File: config.mk
export PLATFORM = sky130hd
export DESIGN_NAME = potential_scan_sequencer
export DESIGN_NICKNAME = d
export VERILOG_FILES = /design/src/verilog/potential_scan_sequencer.v
export VERILOG_INCLUDE_DIRS = /design/src /design/src/shared
export SDC_FILE = /design/constraint.sdc
export NUM_CORES = 1
export LEC_CHECK = 0
export BUFFER_PORTS_ARGS = -buffer_cell sky130_fd_sc_hd__buf_2
export CAP_MARGIN = 5
export CORE_UTILIZATION = 35
export CTS_CLUSTER_SIZE = 10
export DETAILED_ROUTE_END_ITERATION = 10
export GPL_TIMING_DRIVEN = 0
export MAX_ROUTING_LAYER = met4
export PLACE_DENSITY = 0.62
export SLEW_MARGIN = 25
export SYNTH_ARGS = -nofsm -noshare
export SYNTH_HDL_FRONTEND = slang
export SYNTH_SLANG_ARGS = --single-unit
File: constraint.sdc
create_clock -name core_clk -period 6.5 [get_ports core_clk]
set_clock_uncertainty 0.2 [all_clocks]
set_input_delay 0.325 -clock core_clk [delete_from_list [all_inputs] [get_ports core_clk]]
set_output_delay 0.325 -clock core_clk [all_outputs]
set_load 0.1 [all_outputs]
File: src/shared/potential_scan_sequencer_regs.vh
// register offsets, field positions, reset values and timing for the scan sequencer
// assumes a 50 MHz core clock and a plain strobe register port with 8-bit byte addresses
//
// Functional notes
// sweep and hold times are kept as hours, minutes, seconds and 1/10000 s, up to 99:59:59.9999.
// those times count in 100 us steps.
// step delays are 24-bit counts at 4 us each, at most 01:07.108860.
// a single cyclic scan takes the end condition once the return ramp is back at the start.
// a continuous cyclic scan turns straight round into the forward ramp, forever.
// a single linear sweep takes the end condition when the end wait runs out.
// a continuous linear sweep ramps back to start at the forward rate after the wait, forever.
// a continuous step scan jumps back to start after the wait and repeats, forever.
// open-circuit end in linear sweep or step mode releases the cell after the wait.
// start-potential end in linear sweep or step mode drives the start potential at once.
// open-circuit end in cyclic mode releases the cell as the return ramp completes.
// manual trigger starts on the go key; external trigger waits for the rear trigger input.
// hold modes accept only single, open-circuit and manual settings, others are rejected.
// holds start on the go key or a remote start, never on the external trigger.
// a timed hold releases the cell once the hold time has passed.
// an indefinite hold keeps its potential until a stop or advance request.
`ifndef POTENTIAL_SCAN_SEQUENCER_REGS_VH
`define POTENTIAL_SCAN_SEQUENCER_REGS_VH

`define CTRL_OFS      8'h00
`define CMD_OFS       8'h04
`define STATUS_OFS    8'h08
`define E_START_OFS   8'h0c
`define E_VERTEX_OFS  8'h10
`define RAMP_RATE_OFS 8'h14
`define T1_HMS_OFS    8'h18
`define T1_FRAC_OFS   8'h1c
`define T2_HMS_OFS    8'h20
`define T2_FRAC_OFS   8'h24
`define STEP_T1_OFS   8'h28
`define STEP_T2_OFS   8'h2c

`define CTRL_MODE_LSB 0
`define CTRL_OPEN_BIT 4
`define CTRL_CONT_BIT 5
`define CTRL_EXT_BIT  6
`define CTRL_RST      7'h00

`define MODE_CYC      3'h0
`define MODE_LIN      3'h1
`define MODE_STEP     3'h2
`define MODE_HOLD     3'h3
`define MODE_THOLD    3'h4

`define CMD_START_BIT 0
`define CMD_STOP_BIT  1
`define CMD_ADV_BIT   2

`define HMS_HOUR_LSB  16
`define HMS_MIN_LSB   8
`define HMS_SEC_LSB   0
`define HMS_FRAC_MAX  14'h270f
`define SEXA_MAX      6'h3b

`define ST_CELL_BIT   8
`define ST_ACT_BIT    9
`define ST_REJ_BIT    10

`define CLK_PERIOD_NS 20
`define HMS_RES_NS    100000
`define STEP_RES_NS   4000

`endif

File: src/verilog/potential_scan_sequencer.v
// potential programme sequencer: cyclic, linear sweep, step, hold and timed hold
// assumes go, trigger, stop and advance inputs are one-cycle pulses synchronous to core_clk
`timescale 1ns/1ps
`include "potential_scan_sequencer_regs.vh"
module potential_scan_sequencer #(
   parameter integer HMS_TICK_CYC = `HMS_RES_NS / `CLK_PERIOD_NS,
   parameter integer E_W          = 16
) (
   input  wire             core_clk,
   input  wire             nrst,
   input  wire             ce,
   input  wire [7:0]       addr,
   input  wire [31:0]      wdata,
   input  wire             wr,
   input  wire             rd,
   output reg  [31:0]      rdata,
   input  wire             go_key,
   input  wire             ext_trig,
   input  wire             stop_req,
   input  wire             adv_req,
   output reg  [E_W-1:0]   potential,
   output reg              cell_on,
   output reg              scan_active
);

   // ****************************************
   // constants and state codes
   // ****************************************
   localparam integer STEP_TICK_CYC = `STEP_RES_NS / `CLK_PERIOD_NS;
   localparam [7:0] S_IDLE  = 8'h01;
   localparam [7:0] S_ARMED = 8'h02;
   localparam [7:0] S_FWD   = 8'h04;
   localparam [7:0] S_RET   = 8'h08;
   localparam [7:0] S_WAIT  = 8'h10;
   localparam [7:0] S_STEP1 = 8'h20;
   localparam [7:0] S_STEP2 = 8'h40;
   localparam [7:0] S_HOLD  = 8'h80;

   // ****************************************
   // registers
   // ****************************************
   reg [6:0]     ctrl;
   reg           reject;
   reg [E_W-1:0] e_start;
   reg [E_W-1:0] e_vertex;
   reg [E_W-1:0] ramp_rate;
   reg [22:0]    t1_hms;
   reg [13:0]    t1_frac;
   reg [22:0]    t2_hms;
   reg [13:0]    t2_frac;
   reg [23:0]    step_t1;
   reg [23:0]    step_t2;
   reg [7:0]     state;
   reg [7:0]     next_state;
   reg           finish;
   reg [15:0]    presc;
   reg [6:0]     hh;
   reg [5:0]     hm;
   reg [5:0]     hs;
   reg [13:0]    hf;
   reg [23:0]    scnt;

   wire [2:0] mode     = ctrl[`CTRL_MODE_LSB+2:`CTRL_MODE_LSB];
   wire       end_open = ctrl[`CTRL_OPEN_BIT];
   wire       cont     = ctrl[`CTRL_CONT_BIT];
   wire       ext_mode = ctrl[`CTRL_EXT_BIT];
   wire       hold_md  = (mode == `MODE_HOLD) || (mode == `MODE_THOLD);

   wire cmd_wr     = wr && (addr == `CMD_OFS);
   wire rem_start  = cmd_wr && wdata[`CMD_START_BIT];
   wire stop_any   = stop_req || (cmd_wr && wdata[`CMD_STOP_BIT]);
   wire adv_any    = adv_req || (cmd_wr && wdata[`CMD_ADV_BIT]);
   wire trig_any   = go_key || rem_start;
   wire ctrl_bad   = wdata[`CTRL_CONT_BIT] || wdata[`CTRL_EXT_BIT] || !wdata[`CTRL_OPEN_BIT];
   wire [2:0] wmode = wdata[`CTRL_MODE_LSB+2:`CTRL_MODE_LSB];
   wire whold      = (wmode == `MODE_HOLD) || (wmode == `MODE_THOLD);

   wire hms_zero   = (hh == 7'h00) && (hm == 6'h00) && (hs == 6'h00) && (hf == 14'h0000);
   wire step_zero  = (scnt == 24'h000000);
   wire tick       = (presc == 16'h0000);
   wire moving     = (state != next_state);

   // ramp one rate step toward a target without overshooting it
   function [E_W-1:0] approach;
      input [E_W-1:0] cur;
      input [E_W-1:0] tgt;
      input [E_W-1:0] rate;
      begin
         if (cur < tgt) begin
            approach = (tgt - cur <= rate) ? tgt : cur + rate;
         end else begin
            approach = (cur - tgt <= rate) ? tgt : cur - rate;
         end
      end
   endfunction

   // ****************************************
   // sequencing
   // ****************************************
   always @* begin
      next_state = state;
      finish     = 1'b0;
      case (state)
         S_IDLE: begin
            if (trig_any) begin
               if (ext_mode && !hold_md) begin
                  next_state = S_ARMED;
               end else if (hold_md) begin
                  next_state = S_HOLD;
               end else if (mode == `MODE_STEP) begin
                  next_state = S_STEP1;
               end else begin
                  next_state = S_FWD;
               end
            end
         end
         S_ARMED: begin
            if (ext_trig) begin
               next_state = (mode == `MODE_STEP) ? S_STEP1 : S_FWD;
            end
         end
         S_FWD: begin
            if (adv_any || potential == e_vertex) begin
               next_state = (mode == `MODE_CYC) ? S_RET : S_WAIT;
            end
         end
         S_RET: begin
            if (adv_any) begin
               finish = 1'b1;
            end else if (potential == e_start) begin
               if (cont) begin
                  next_state = S_FWD;
               end else begin
                  finish = 1'b1;
               end
            end
         end
         S_WAIT: begin
            if (adv_any || hms_zero) begin
               if (cont && !adv_any) begin
                  next_state = S_RET;
               end else begin
                  finish = 1'b1;
               end
            end
         end
         S_STEP1: begin
            if (adv_any || step_zero) begin
               next_state = S_STEP2;
            end
         end
         S_STEP2: begin
            if (adv_any || step_zero) begin
               if (cont && !adv_any) begin
                  next_state = S_STEP1;
               end else begin
                  finish = 1'b1;
               end
            end
         end
         S_HOLD: begin
            if (adv_any || (mode == `MODE_THOLD && hms_zero)) begin
               finish = 1'b1;
            end
         end
         default: begin
            next_state = S_IDLE;
         end
      endcase
      if (finish) begin
         next_state = S_IDLE;
      end
   end

   // ****************************************
   // programme output and stage timers
   // ****************************************
   always @(posedge core_clk or negedge nrst) begin
      if (!nrst) begin
         state       <= S_IDLE;
         potential   <= {E_W{1'b0}};
         cell_on     <= 1'b0;
         scan_active <= 1'b0;
         presc       <= 16'h0000;
         hh          <= 7'h00;
         hm          <= 6'h00;
         hs          <= 6'h00;
         hf          <= 14'h0000;
         scnt        <= 24'h000000;
      end else if (ce) begin
         // stop always releases control, never the programmed end condition
         if (stop_any) begin
            state       <= S_IDLE;
            cell_on     <= 1'b0;
            scan_active <= 1'b0;
         end else begin
            state       <= next_state;
            scan_active <= (next_state != S_IDLE);
            if (finish) begin
               if (end_open) begin
                  cell_on <= 1'b0;
               end else begin
                  potential <= e_start;
               end
            end else if (state == S_IDLE && moving) begin
               cell_on   <= 1'b1;
               potential <= e_start;
            end else if (next_state == S_STEP2 && moving) begin
               potential <= e_vertex;
            end else if (next_state == S_STEP1 && moving) begin
               potential <= e_start;
            end else if (tick && state == S_FWD && !moving) begin
               potential <= approach(potential, e_vertex, ramp_rate);
            end else if (tick && state == S_RET && !moving) begin
               potential <= approach(potential, e_start, ramp_rate);
            end
         end
         // prescaler restarts at every stage entry so a stage gets whole ticks
         if (moving || tick) begin
            presc <= (next_state[5] || next_state[6]) ? STEP_TICK_CYC[15:0] - 16'h0001
                                                      : HMS_TICK_CYC[15:0] - 16'h0001;
         end else begin
            presc <= presc - 16'h0001;
         end
         if (moving && next_state == S_WAIT) begin
            {hh, hm, hs} <= {t2_hms[22:16], t2_hms[13:8], t2_hms[5:0]};
            hf           <= t2_frac;
         end else if (moving && next_state == S_HOLD) begin
            {hh, hm, hs} <= {t1_hms[22:16], t1_hms[13:8], t1_hms[5:0]};
            hf           <= t1_frac;
         end else if (tick && !hms_zero) begin
            // borrow chain across the sexagesimal fields
            if (hf != 14'h0000) begin
               hf <= hf - 14'h0001;
            end else begin
               hf <= `HMS_FRAC_MAX;
               if (hs != 6'h00) begin
                  hs <= hs - 6'h01;
               end else begin
                  hs <= `SEXA_MAX;
                  if (hm != 6'h00) begin
                     hm <= hm - 6'h01;
                  end else begin
                     hm <= `SEXA_MAX;
                     hh <= hh - 7'h01;
                  end
               end
            end
         end
         if (moving && next_state == S_STEP1) begin
            scnt <= step_t1;
         end else if (moving && next_state == S_STEP2) begin
            scnt <= step_t2;
         end else if (tick && !step_zero) begin
            scnt <= scnt - 24'h000001;
         end
      end
   end

   // ****************************************
   // register port
   // ****************************************
   always @(posedge core_clk or negedge nrst) begin
      if (!nrst) begin
         ctrl      <= `CTRL_RST;
         reject    <= 1'b0;
         e_start   <= {E_W{1'b0}};
         e_vertex  <= {E_W{1'b0}};
         ramp_rate <= {E_W{1'b0}};
         t1_hms    <= 23'h000000;
         t1_frac   <= 14'h0000;
         t2_hms    <= 23'h000000;
         t2_frac   <= 14'h0000;
         step_t1   <= 24'h000000;
         step_t2   <= 24'h000000;
         rdata     <= 32'h00000000;
      end else if (ce) begin
         if (wr) begin
            case (addr)
               `CTRL_OFS: begin
                  if (whold && ctrl_bad) begin
                     reject <= 1'b1;
                  end else begin
                     reject <= 1'b0;
                     ctrl   <= wdata[6:0];
                  end
               end
               `E_START_OFS:   e_start   <= wdata[E_W-1:0];
               `E_VERTEX_OFS:  e_vertex  <= wdata[E_W-1:0];
               `RAMP_RATE_OFS: ramp_rate <= wdata[E_W-1:0];
               `T1_HMS_OFS:    t1_hms    <= wdata[22:0];
               `T1_FRAC_OFS:   t1_frac   <= wdata[13:0];
               `T2_HMS_OFS:    t2_hms    <= wdata[22:0];
               `T2_FRAC_OFS:   t2_frac   <= wdata[13:0];
               `STEP_T1_OFS:   step_t1   <= wdata[23:0];
               `STEP_T2_OFS:   step_t2   <= wdata[23:0];
               default: begin
               end
            endcase
         end
         if (rd) begin
            case (addr)
               `CTRL_OFS:      rdata <= {25'h0000000, ctrl};
               `STATUS_OFS:    rdata <= {21'h000000, reject, scan_active, cell_on, state};
               `E_START_OFS:   rdata <= {{(32-E_W){1'b0}}, e_start};
               `E_VERTEX_OFS:  rdata <= {{(32-E_W){1'b0}}, e_vertex};
               `RAMP_RATE_OFS: rdata <= {{(32-E_W){1'b0}}, ramp_rate};
               `T1_HMS_OFS:    rdata <= {9'h000, t1_hms};
               `T1_FRAC_OFS:   rdata <= {18'h00000, t1_frac};
               `T2_HMS_OFS:    rdata <= {9'h000, t2_hms};
               `T2_FRAC_OFS:   rdata <= {18'h00000, t2_frac};
               `STEP_T1_OFS:   rdata <= {8'h00, step_t1};
               `STEP_T2_OFS:   rdata <= {8'h00, step_t2};
               default:        rdata <= 32'h00000000;
            endcase
         end else begin
            rdata <= 32'h00000000;
         end
      end
   end

endmodule

-- Word level (Yosys, flattened, before mapping)
Cells that the tools add are included.
- add/subtract/negate cells: 12
- order comparisons: 6
- equal/unequal tests: 37
- multiplexer cells: 73
- bitwise operators: 2
- reductions and logical operators: 74
- operators by type and width (kind ; number):
    $pmux 24 s11 ; 1
    $mux 16 ; 14
    $mux 8 ; 15
    $sub 16x16->16 ; 5
    $mux 24 ; 3
    $mux 6 ; 12
    $le 16x16->1 ; 4
    $pmux 8 s8 ; 1
    $mux 14 ; 4
    $eq 8x5->1 const B ; 6
    $eq 8x6->1 const B ; 6
    $mux 7 ; 6
    $reduce_and 3->1 ; 12
    $eq 16x16->1 ; 2
    $lt 16x16->1 ; 2
    $mux 32 ; 1
    $eq 8x4->1 const B ; 3
    $logic_not 24->1 ; 1
    $sub 24x1->24 const B ; 1
    $logic_and 1x1->1 ; 22
    $reduce_bool 6->1 ; 3
    $add 16x16->16 ; 1
    $eq 8x3->1 const B ; 2
    $eq 8x7->1 const B ; 2
    other kinds (32) ; 75
- register bits: 309
- input port bits: 49
- output and inout port bits: 50
- word-level logic and storage cells: 226

-- Depth between registers and ports, before layout
Gate-level depths: netlist (run 1).
- word-level depth: 19
- gate-level depth with buffers: 28
- gate-level depth less buffers: 27

-- Least setup slack after synthesis (run 1)
No wires, ideal clock.
- path kind: register -> register
- start point: reg potential[1]
- end point: reg potential[8]
- setup time: 0.126 ns
- arrival time: 6.301 ns
- data required time: 6.174 ns
- setup slack: -0.126 ns
- cell stages (with the launch flop): 25
- buffers on the path: 1
- period minus slack after synthesis: 6.626 ns
- cell sequence: dfrtp_1 > inv_1 > ha_1 > nor2b_1 > o21ai_0 > a21boi_0 > o21ai_0 > a21boi_0 > o21ai_0 > a21boi_0 > o311ai_0 > a21oi_1 > or4b_2 > nand3_1 > ha_1 > nand4_1 > nor2_1 > a2111oi_0 > o21ai_0 > o211a_1 > or2_2 > clkbuf_1 > o221ai_1 > o211ai_1 > mux2_2
- longest elaborated chain between the ends: 13
- elaborated cells between the ends (all ways): 47
- those cells by class: add/sub (6); order compare (6); eq/ne (6); mux (20); reduce/logical (9)
- ends and longest elaborated chain (what ; line ; RTL):
    start, declared ; potential_scan_sequencer.v:21 ; output reg [E_W-1:0] potential,
    start signal, assigned ; potential_scan_sequencer.v:181 ; potential <= {E_W{1'b0}};
    start signal, assigned ; potential_scan_sequencer.v:203 ; potential <= e_start;
    start signal, assigned ; potential_scan_sequencer.v:207 ; potential <= e_start;
    parallel branches: the longest is 13 deep, another holds $sub 16x16->16 ; n/a ;
Parallel ways; which one is timed is not known. The select of a mux whose other input is x is not followed.
A chain may end at the register's enable or synchronous reset.

-- Final worst setup path (run 1)
- start point: reg potential[0]
- end point: reg potential[13]
Same word-level chain as after synthesis.

==> key figures, run 1 <==
Floorplanning
  • Std-Cell Rows: 91
  • Io pins: 99
  • Core area: 0.06194 mm^2
  • Effective utilization at floorplan: 0.3551
  • Die ar.: 0.06385 mm^2
  • Die Height: 252.7 um
  • Die width: 252.7 um

Power and ir drop
  • Total power: 10.01 mW
  • Net Switching: 4.717 mW
  • Power Internal: 5.296 mW
  • Worst VDD drop: 0.2831 mV
  • Logic pwr share: 0.574
  • PwrDens: 400.5 mW/mm^2
  • Clock share of power: 0.200
  • Register share of total power: 0.226
  • Net Sw Frac: 0.4711
  • Static leakage: 11.13 nW

Critical path
  • Critical path, cell by cell: inv_1, ha_1, inv_1, fa_1, a21o_1, a21oi_1, o21ai_0, a21oi_1, xnor2_1, ha_1, a21o_1, a21o_1, a2111oi_1, o21ai_0, o211a_2, or2_2, clkbuf_2, o221ai_1, nor2_1, o21ai_0, a31oi_1
  • Slowest CP cell: a21oi_1
  • Setup Crit Path Kind: reg2reg
  • Required @ worst endpoint: 6.74 ns
  • Worst endpoint data arrival time: 6.52 ns
  • CP Capture Type: flop
  • Largest fanout on the critical path: 10
  • Crit start category: flop
  • Crit-path max cell delay: 0.56 ns

Yosys
  • Top cell type's share of synthesized area: 0.3413
  • Count of cell types in the netlist: 87
  • Asr flop ratio synth: 1.000
  • Post-Syn Instances: 2438
  • Yosys warnings: 0
  • Syn_area_per_cell: 9.022 um^2
  • Top cells by area, synth: dfrtp_1, ha_1, mux2_2
  • Sequential area share after synthesis: 0.3425
  • Mapped Area: 0.02199 mm^2
  • Yosys reg bits: 301
  • Cell taking the most area after synthesis: dfrtp_1
  • Synth Flop Type: dfrtp_1
  • EDFF count, synth: 0

Clocking
  • Clock transition at path regs: 0.06 ns
  • CTS H-tree lvls: 2
  • CTS tree: built
  • Clk_lat worst skew: 0.57 ns
  • Maximum clock path buffer count: 3
  • Root Buffer: clkbuf_16
  • Total CTS buffers: 38
  • Clock sinks: 301

Final layout
  • Commonest non-fill, non-tap cell in the layout: dfrtp_1
  • Highest-count cells in the layout ignoring fill and taps: dfrtp_1, nor2_1, mux2_2, nand2_1, o21ai_0
  • Finished Layout Cells: 3442
  • Share of cells above drive strength 1: 0.1522
  • Net count, final: 2805
  • Layout area overhead: 13.66%

Timing
  • Min Clock Period, post-route: 6.273 ns
  • Slew @ Worst Pin: 1.071 ns
  • Max_slew headroom: 0.2792
  • Fin. Hold Viols: 0
  • Max Transition Viols Final: 0
  • Final setup viols: 0
  • RSZ-0062 raised after global routing: false
  • Post-route clock period utilization: 0.9650
  • Fmax: 159.4 MHz

Global route
  • GR Layer Usage met2: 0.4601
  • GR peak layer: met2
  • Gr usage total: 0.2810
  • Total gr overflow: 0
  • First-pass GRT wire length: 130800 um
  • Met3 GRT Util: 0.04428
  • Largest net degree at the start of global routing: 88
  • GR Util met1: 0.3419
  • Antenna violations before repair: 3
  • Vias in the first global route: 20670

Outcome
  • Status: complete, no violations

Detailed routing
  • DR DRC count: 0
  • Iter 0 DRT Violations: 1834
  • Final WL: 87660 um
  • Post-route ant nets: 0
  • Via count: 20910
  • Per-cell routed wire length: 25.47 um
  • DRT Pass-1 Iters: 9
  • Post-DR vias/cell: 6.074

Placed design
  • PortBufs: 80
  • GPL Wtd Cong: 1.005
  • DP Cell Count: 3366
  • Post-DP HPWL: 68950 um

Worst hold path
  • Hold crit path type: in2reg

Job
  • Max Cap Viol: 0
==> cells in the mapped netlist, drive strengths merged (30+ instances only) <==
cell	instances
mux2	179
a21o	45
a221oi	35
a22oi	34
nor2	201
dfrtp	300
nor3	41
a31oi	30
clkbuf	122
xnor2	79
nand3	63
nand4	32
a211oi	39
ha	163
a21oi	140
o21ai	178
inv	126
nand2	174
nor4	30
==> registers in the layout (all words and copies together), names as in the netlist, 6 cells and up <==
signal / cells
t1_frac: 14
ctrl: 7
rdata: 24
t2_frac: 14
hm: 6
t1_hms: 23
e_start: 16
step_t1: 24
hs: 6
potential: 16
scnt: 24
state: 8
t2_hms: 23
e_vertex: 16
ramp_rate: 16
hh: 7
presc: 16
hf: 14
step_t2: 24
==> worst max-delay path: cells and delay by family, from the launching register on <==
| family | cells | cell delay, ns |
|---|---|---|
| xor gates and xnor gates | 1 | 0.20 |
| and+or+nand+nor | 2 | 0.50 |
| AOI/OAI and AO/OA | 12 | 3.29 |
| buffers and inverters | 3 | 0.55 |
| adders and majority gates | 3 | 0.87 |
| DFF | 1 | 0.53 |
==> logic make-up after synthesis <==
logic type               after synthesis  synth area share
AO/OA/AOI/OAI                        741            0.2279
XOR/XNOR                             101           0.04022
adder cells (fa/ha/maj)              169           0.09819
buffers and inverters                274           0.04898
flip-flops                           301            0.3425
multiplexers                         187           0.09528
other                                  1         0.0001705
AND/OR/NAND/NOR                      664            0.1468
==> power groups by stage <==
| stage | logic (mW) | clock network [mW] | registers, mW |
|---|---|---|---|
| after detailed placement | 5.46 | 0 | 2.29 |
| final | 5.75 | 2.00 | 2.26 |
| after floorplan | 3.63 | 0 | 2.52 |
| after CTS | 5.57 | 2.03 | 2.25 |
| after global routing | 6.29 | 2.10 | 2.27 |
| after global placement | 5.37 | 0 | 2.29 |
==> per-layer routing <==
metal  wire length, um  vias up
met5                 0        -
met4              4237        0
met3              6208      225
met2             41670      918
met1             35550    10430
li1                  -     9333
==> stage by stage <==
stage | instance area [um^2] | TNS (ns) | util | hold slack (ns) | worst slack (ns)
2_1_floorplan | 22020 | 0 | - | -0.1706 | 0.3054
4_1_cts | 24900 | 0 | 0.4020 | 0.01223 | 0.02112
3_5_place_dp | 23590 | -8.263 | 0.3808 | 0.08972 | -0.6605
3_3_place_gp | 23470 | -222.34 | 0.3789 | 0.2624 | -1.298
6_report | 25000 | 0 | 0.4036 | 0.02375 | 0.2273
5_1_grt | 25000 | 0 | 0.4036 | 0.01924 | 0.003228
==> path summary, 6_finish.rpt <==
kind | startpoint | end | slack (ns) | cells after the start
max in group asynchronous | nrst | ctrl[3] | 4.48 | 5
setup / recovery | potential[0] | potential[13] | 0.23 | 21
hold / removal | wdata[7] | t1_frac[7] | 0.02 | 2
setup reg to reg | potential[0] | potential[13] | 0.23 | 21
hold reg to reg | rdata[13] | rdata[13] | 0.28 | 1
min in group asynchronous | nrst | hh[4] | 0.08 | 2
==> final cells by class <==
cell class	instances	area [um^2]
Fill cell	6285	36940
Multi-Input combinational cell	1870	13520
Sequential cell	301	7542
Tap cell	837	1047
Clock buffer	48	1010
Timing Repair Buffer	105	688.2
Buffer	145	599.3
Inverter	126	476.7
Clock inverter	7	107.6
Antenna cell	3	7.507
==> repair_timing <==
item,in CTS,in global routing
pin swaps,1,2
endpoints found under the setup margin,16,16
hold endpoints to repair,178,0
gates cloned,0,0
buffers inserted,5,4
hold buffers,12,0
gates resized for setup,15,25
Power figures use the tool's default switching activity.
==> inputs of run 2 (changes only) <==
--- a/config.mk
+++ b/config.mk
@@ -16,2 +16,3 @@
 export PLACE_DENSITY = 0.62
+export RECOVER_POWER = 25
 export SLEW_MARGIN = 25
==> constraint.sdc (replaced) <==
create_clock -name core_clk -period 6.5 [get_ports core_clk]
set_clock_uncertainty 0.2 [all_clocks]
set_input_delay 0.975 -clock core_clk [delete_from_list [all_inputs] [get_ports core_clk]]
set_output_delay 0.975 -clock core_clk [all_outputs]
set_load 0.1 [all_outputs]
==> run 2 against run 1 <==
Net effect:
- the run now ends with capacitance limit, slew limit left
- critical path depth stayed put
- hold slack better by 0.26 ns
- via count is 0.40% lower
- flip-flop and latch count stayed put
- wire length is 0.15% higher
- critical endpoint unchanged
==> key figures, run 2 (same netlist as run 1, synthesis figures left out) <==
Global route
  • Total gr overflow: 0 (unchanged)
  • Antenna violations before repair: 3 (unchanged)
  • Largest net degree at the start of global routing: 88 (unchanged)
  • Gr usage total: 0.2808 (about the same)
  • First-pass GRT wire length: 130600 um (-0.12%)
  • Vias in the first global route: 20650 (-0.10%)

Detailed routing
  • Post-route ant nets: 0 (unchanged)
  • DR DRC count: 0 (unchanged)
  • Via count: 20820 (-0.40%)
  • DRT Pass-1 Iters: 7 (-2)
  • Per-cell routed wire length: 25.60 um (+0.50%)
  • Top layer in use: met4
  • Post-DR vias/cell: 6.071 (about the same)
  • WL met2: 41740 um (+0.18%)
  • Met1 WL: 35870 um (+0.90%)
  • Iter 0 DRT Violations: 1787 (-2.6%)
  • Met3 routed wirelength: 5983 um (-3.6%)
  • Final WL: 87800 um (+0.15%)

Clocking
  • Clk_lat worst skew: 0.57 ns (about the same)
  • Root Buffer: clkbuf_16
  • Clock transition at path regs: 0.06 ns (about the same)
  • CTS H-tree lvls: 2 (unchanged)
  • Total CTS buffers: 38 (unchanged)
  • CTS tree: built
  • Hold buffers post-CTS: 0 (-12)
  • Maximum clock path buffer count: 3 (unchanged)
  • Clock sinks: 301 (unchanged)

Placed design
  • GPL Wtd Cong: 1.005 (unchanged)
  • Placed Area: 0.02359 mm^2 (unchanged)
  • Pre-CTS worst setup slack: -0.6605 ns (unchanged)
  • PortBufs: 80 (unchanged)
  • Post-DP HPWL: 68950 um (unchanged)

Timing
  • Fmax: 158.9 MHz (-0.33%)
  • Max Transition Viols Final: 143 (+143)
  • Max_slew headroom: -1.148 (-1.427)
  • Setup TNS: 0 ns (unchanged)
  • Post-route clock period utilization: 0.9683 (+0.003228)
  • Min Clock Period, post-route: 6.294 ns (+0.02098 ns)
  • Final setup viols: 0 (unchanged)
  • Fin. Hold Viols: 0 (unchanged)
  • Slew @ Worst Pin: 3.222 ns (+2.151 ns)
  • Final setup margin: 0.2063 ns (-0.02098 ns)
  • RSZ-0062 raised after global routing: false

Final layout
  • Commonest non-fill, non-tap cell in the layout: dfrtp_1
  • Share of cells above drive strength 1: 0.1525 (+0.0003190)
  • Net count, final: 2793 (-0.43%)
  • Highest-count cells in the layout ignoring fill and taps: dfrtp_1, nor2_1, mux2_2, nand2_1, o21ai_0
  • Layout fillers: 6293 (+0.13%)
  • Finished Cell Area: 0.02485 mm^2 (-0.62%)
  • Layout area overhead: 12.96%

Critical path
  • Setup Crit Path Kind: reg2reg
  • Worst endpoint data arrival time: 6.53 ns (about the same)
  • Required @ worst endpoint: 6.74 ns (about the same)
  • Crit start category: flop
  • CP Capture Type: flop
  • Critical path, cell by cell: inv_1, ha_1, inv_1, fa_1, a21o_1, a21oi_1, o21ai_0, a21oi_1, xnor2_1, ha_1, a21o_1, a21o_1, a2111oi_1, o21ai_0, o211a_2, or2_2, clkbuf_2, o221ai_1, nor2_1, o21ai_0, a31oi_1
  • Largest fanout on the critical path: 10 (unchanged)
  • Buf/Inv on CP: 3 (unchanged)
  • Worst path top cell family by delay: compound AO/OA/AOI/OAI gates
  • Slowest CP cell: a21oi_1
  • Worst R2R Setup Slack: 0.21 ns (-0.02 ns)
  • Crit-path max cell delay: 0.56 ns (about the same)

Floorplanning
  • Io pins: 99 (unchanged)
  • Die Height: 252.7 um (unchanged)
  • Die width: 252.7 um (unchanged)
  • Std-Cell Rows: 91 (unchanged)
  • Effective utilization at floorplan: 0.3551 (unchanged)
  • Core area: 0.06194 mm^2 (unchanged)
  • Die ar.: 0.06385 mm^2 (unchanged)

Power and ir drop
  • Net Sw Frac: 0.4720 (+0.0009093)
  • Power Internal: 5.289 mW (-0.13%)
  • Clock share of power: 0.200 (about the same)
  • Net Switching: 4.728 mW (+0.23%)
  • Worst VDD drop: 0.2863 mV (+1.2%)
  • Static leakage: 11.07 nW (-0.58%)
  • PwrDens: 403.2 mW/mm^2 (+0.66%)
  • Logic pwr share: 0.574 (about the same)
  • Register share of total power: 0.226 (about the same)

Job
  • Max Cap Viol: 2 (+2)

Worst hold path
  • Hold crit path type: reg2reg

Outcome
  • Violations in the final reports: capacitance limit, slew limit
  • Status: complete, but fails checks
## run 2: changes by cell type in the layout (fill, tap and decap cells not counted), sizes merged
cell / change
buf: -2
clkbuf: +2
dlygate4sd3: -12
## run 2: repair_timing
action	CTS	global route
resized for setup	15	25
pin swaps	1	2
buffers inserted	5	4
setup endpoints to repair	16	16
## run 2: power by group through the flow
stage               registers (mW)  clock network, mW  logic, mW
finish                        2.26               2.00       5.75
global route                  2.27               2.10       6.28
CTS                           2.25               2.03       5.56
detailed placement            2.29                  0       5.46
global placement              2.29                  0       5.37
floorplan                     2.52                  0       3.63
## run 2: routing by layer
metal	vias to the layer above	global-route usage
met5	-	-
met4	0	0.1217
met3	230	0.04449
met2	862	0.4597
met1	10440	0.3415
li1	9294	-
## run 2: final timing paths
check	cells after the start	endpoint	start
worst max-delay path	21	potential[13]	potential[0]
min in group asynchronous	1	hh[2]	nrst
max in group asynchronous	4	ctrl[3]	nrst
worst max register to register	21	potential[13]	potential[0]
worst min-delay path	1	rdata[13]	rdata[13]
worst min register to register	1	rdata[13]	rdata[13]
## run 2: cell type report
type                    instances  area (um^2)  share of cell area
diodes                          3        7.507           0.0003022
plain buffers                 145        599.3             0.02412
clock buffers                  48         1010             0.04064
clock inverters                 7        107.6            0.004331
inverters                     126        476.7             0.01919
multi-input cells            1870        13520              0.5442
flip-flops and latches        301         7542              0.3036
well taps                     837         1047             0.04215
repair buffers                 93        534.3             0.02150
## run 2: through the flow
stage | hold WS [ns] | power, mW | utilization | instances
after floorplan | 0.2501 | 6.152 | - | 2445
final | 0.2790 | 10.02 | 0.4011 | 3430
after CTS | 0.1464 | 9.847 | 0.4001 | 3425
after detailed placement | 0.2641 | 7.758 | 0.3808 | 3366
after global placement | 0.2624 | 7.665 | 0.3789 | 3362
after global routing | 0.2986 | 10.65 | 0.4011 | 3430
==> inputs of run 3 (changes only) <==
CORE_MARGIN = 4   (was unset)
==> run 3 against run 2 <==
Net effect:
- the run still ends with capacitance limit, slew limit left
- sequential power about the same
- register-to-register slack better by 0.07 ns
- largest cell class unchanged
- worst setup slack better by 0.070 ns
- utilization about the same
==> key figures, run 3 (same netlist as run 1, synthesis figures left out) <==
Power and ir drop
  • PwrDens: 403.9 mW/mm^2 (+0.18%)
  • Static leakage: 11.07 nW (about the same)
  • Worst VDD drop: 0.2618 mV (-8.6%)
  • Total power: 10.03 mW (+0.14%)

Detailed routing
  • Post-DR vias/cell: 6.059 (-0.19%)
  • Final WL: 86250 um (-1.8%)
  • Iter 0 DRT Violations: 2356 (+32%)
  • DR DRC count: 0 (unchanged)
  • Per-cell routed wire length: 25.14 um (-1.8%)
  • Post-route ant nets: 0 (unchanged)
  • Via count: 20790 (-0.16%)
  • DRT Pass-1 Iters: 8 (+1)

Global route
  • Total gr overflow: 0 (unchanged)
  • Largest net degree at the start of global routing: 88 (unchanged)
  • Antenna violations before repair: 1 (-2)
  • Gr usage total: 0.2559 (-0.02488)
  • First-pass GRT wire length: 128300 um (-1.8%)
  • Vias in the first global route: 20250 (-1.9%)

Floorplanning
  • Die Height: 258.7 um (+2.4%)
  • Effective utilization at floorplan: 0.3551 (unchanged)
  • Die width: 258.7 um (+2.4%)
  • Core area: 0.06194 mm^2 (unchanged)
  • Io pins: 99 (unchanged)
  • Std-Cell Rows: 91 (unchanged)
  • Die ar.: 0.06692 mm^2 (+4.8%)

Critical path
  • Required @ worst endpoint: 6.75 ns (about the same)
  • Largest fanout on the critical path: 6 (-4)
  • CP Capture Type: flop
  • Setup Crit Path Kind: reg2reg
  • Crit start category: flop
  • Worst endpoint data arrival time: 6.47 ns (-0.06 ns)

Clocking
  • Root Buffer: clkbuf_16
  • Clock transition at path regs: 0.05 ns (about the same)
  • CTS tree: built
  • Total CTS buffers: 38 (unchanged)
  • CTS H-tree lvls: 2 (unchanged)
  • Clock sinks: 301 (unchanged)
  • Clk_lat worst skew: 0.55 ns (-0.02 ns)
  • Maximum clock path buffer count: 3 (unchanged)

Timing
  • Max Transition Viols Final: 139 (-2.8%)
  • Setup TNS: 0 ns (unchanged)
  • Max_slew headroom: -0.9635 (+0.1847)
  • Slew @ Worst Pin: 2.945 ns (-0.2771 ns)
  • Final setup margin: 0.2763 ns (+0.07006 ns)
  • Hold slack: 0.2733 ns (-0.005615 ns)
  • Fin. Hold Viols: 0 (unchanged)
  • Min Clock Period, post-route: 6.224 ns (-0.07006 ns)
  • Final setup viols: 0 (unchanged)
  • Fmax: 160.7 MHz (+1.1%)
  • Post-route clock period utilization: 0.9575 (-0.01078)

Final layout
  • Share of cells above drive strength 1: 0.1527 (+0.0002092)
  • Commonest non-fill, non-tap cell in the layout: dfrtp_1
  • Highest-count cells in the layout ignoring fill and taps: dfrtp_1, nor2_1, mux2_2, nand2_1, o21ai_0
  • Final Util: 0.4010 (about the same)
  • Finished Layout Cells: 3431 (+0.029%)
  • Net count, final: 2795 (+0.072%)
  • Finished Cell Area: 0.02484 mm^2 (about the same)
  • Layout area overhead: 12.91% (about the same)

Job
  • Max Cap Viol: 2 (unchanged)

Outcome
  • Violations in the final reports: capacitance limit, slew limit
  • Status: complete, but fails checks

Worst hold path
  • Hold crit path type: reg2reg

Placed design
  • DP Cell Count: 3368 (+0.059%)
  • Pre-CTS worst setup slack: -0.6060 ns (+0.05447 ns)
  • Post-DP HPWL: 67730 um (-1.8%)
  • PortBufs: 80 (unchanged)
  • GPL Wtd Cong: 1.011 (+0.59%)
  • Placed Area: 0.02361 mm^2 (about the same)
## run 3: power breakdown
part	internal, mW	leakage [nW]	switching (mW)	total, mW
Combinational	2.16	6.47	3.64	5.81
Clock	1.14	0.539	0.824	1.97
Sequential	1.99	4.06	0.262	2.26
Total	5.30	11.1	4.73	10.0
## run 3: path summary, 6_finish.rpt
path,start,endpoint,slack [ns],cells after the start
max,e_vertex[0],potential[0],0.28,24
max in group asynchronous,nrst,potential[0],1.09,4
min,rdata[9],rdata[9],0.27,1
min in group asynchronous,nrst,hm[5],1.17,1
max reg2reg,e_vertex[0],potential[0],0.28,24
min reg2reg,rdata[9],rdata[9],0.27,1
## run 3: timing repair
item	4_1_cts	5_1_grt
hold buffers	0	0
resized for setup	16	32
hold endpoints to repair	0	0
endpoints found under the setup margin	16	16
buffers inserted	4	4
pin swaps	1	6
## run 3: final cells by class
cell class	instances	area, um^2
buffer	146	606.8
fill	6259	37100
inverter	126	476.7
clock inverter	7	85.08
clock buffer	49	1023
multi-input combinational	1870	13510
antenna	1	2.502
tap	837	1047
sequential	301	7541
timing repair buffer	94	541.8
## run 3: layer usage
metal / track usage / vias to the layer above / part of all wire
met5: - / - / 0
met4: 0.08771 / 0 / 0.043
met3: 0.03401 / 213 / 0.070
met2: 0.4214 / 974 / 0.47
met1: 0.3263 / 10330 / 0.42
li1: - / 9276 / -
## run 3: worst max-delay path: stages (launching register included)
cell,delay [ns]
dfrtp_1,0.59
inv_1,0.14
ha_1,0.17
inv_1,0.05
fa_1,0.42
a21o_1,0.18
a21oi_1,0.22
o21ai_0,0.13
a21oi_1,0.23
o21ai_0,0.12
a21oi_1,0.26
nor2b_1,0.08
o21a_1,0.22
o41ai_2,0.48
o211ai_1,0.20
ha_1,0.33
nand4_1,0.25
a21oi_2,0.22
a211oi_2,0.09
a211oi_2,0.40
or2_4,0.25
nor4_1,0.07
a2111oi_2,0.53
nand2_1,0.10
a31oi_1,0.21
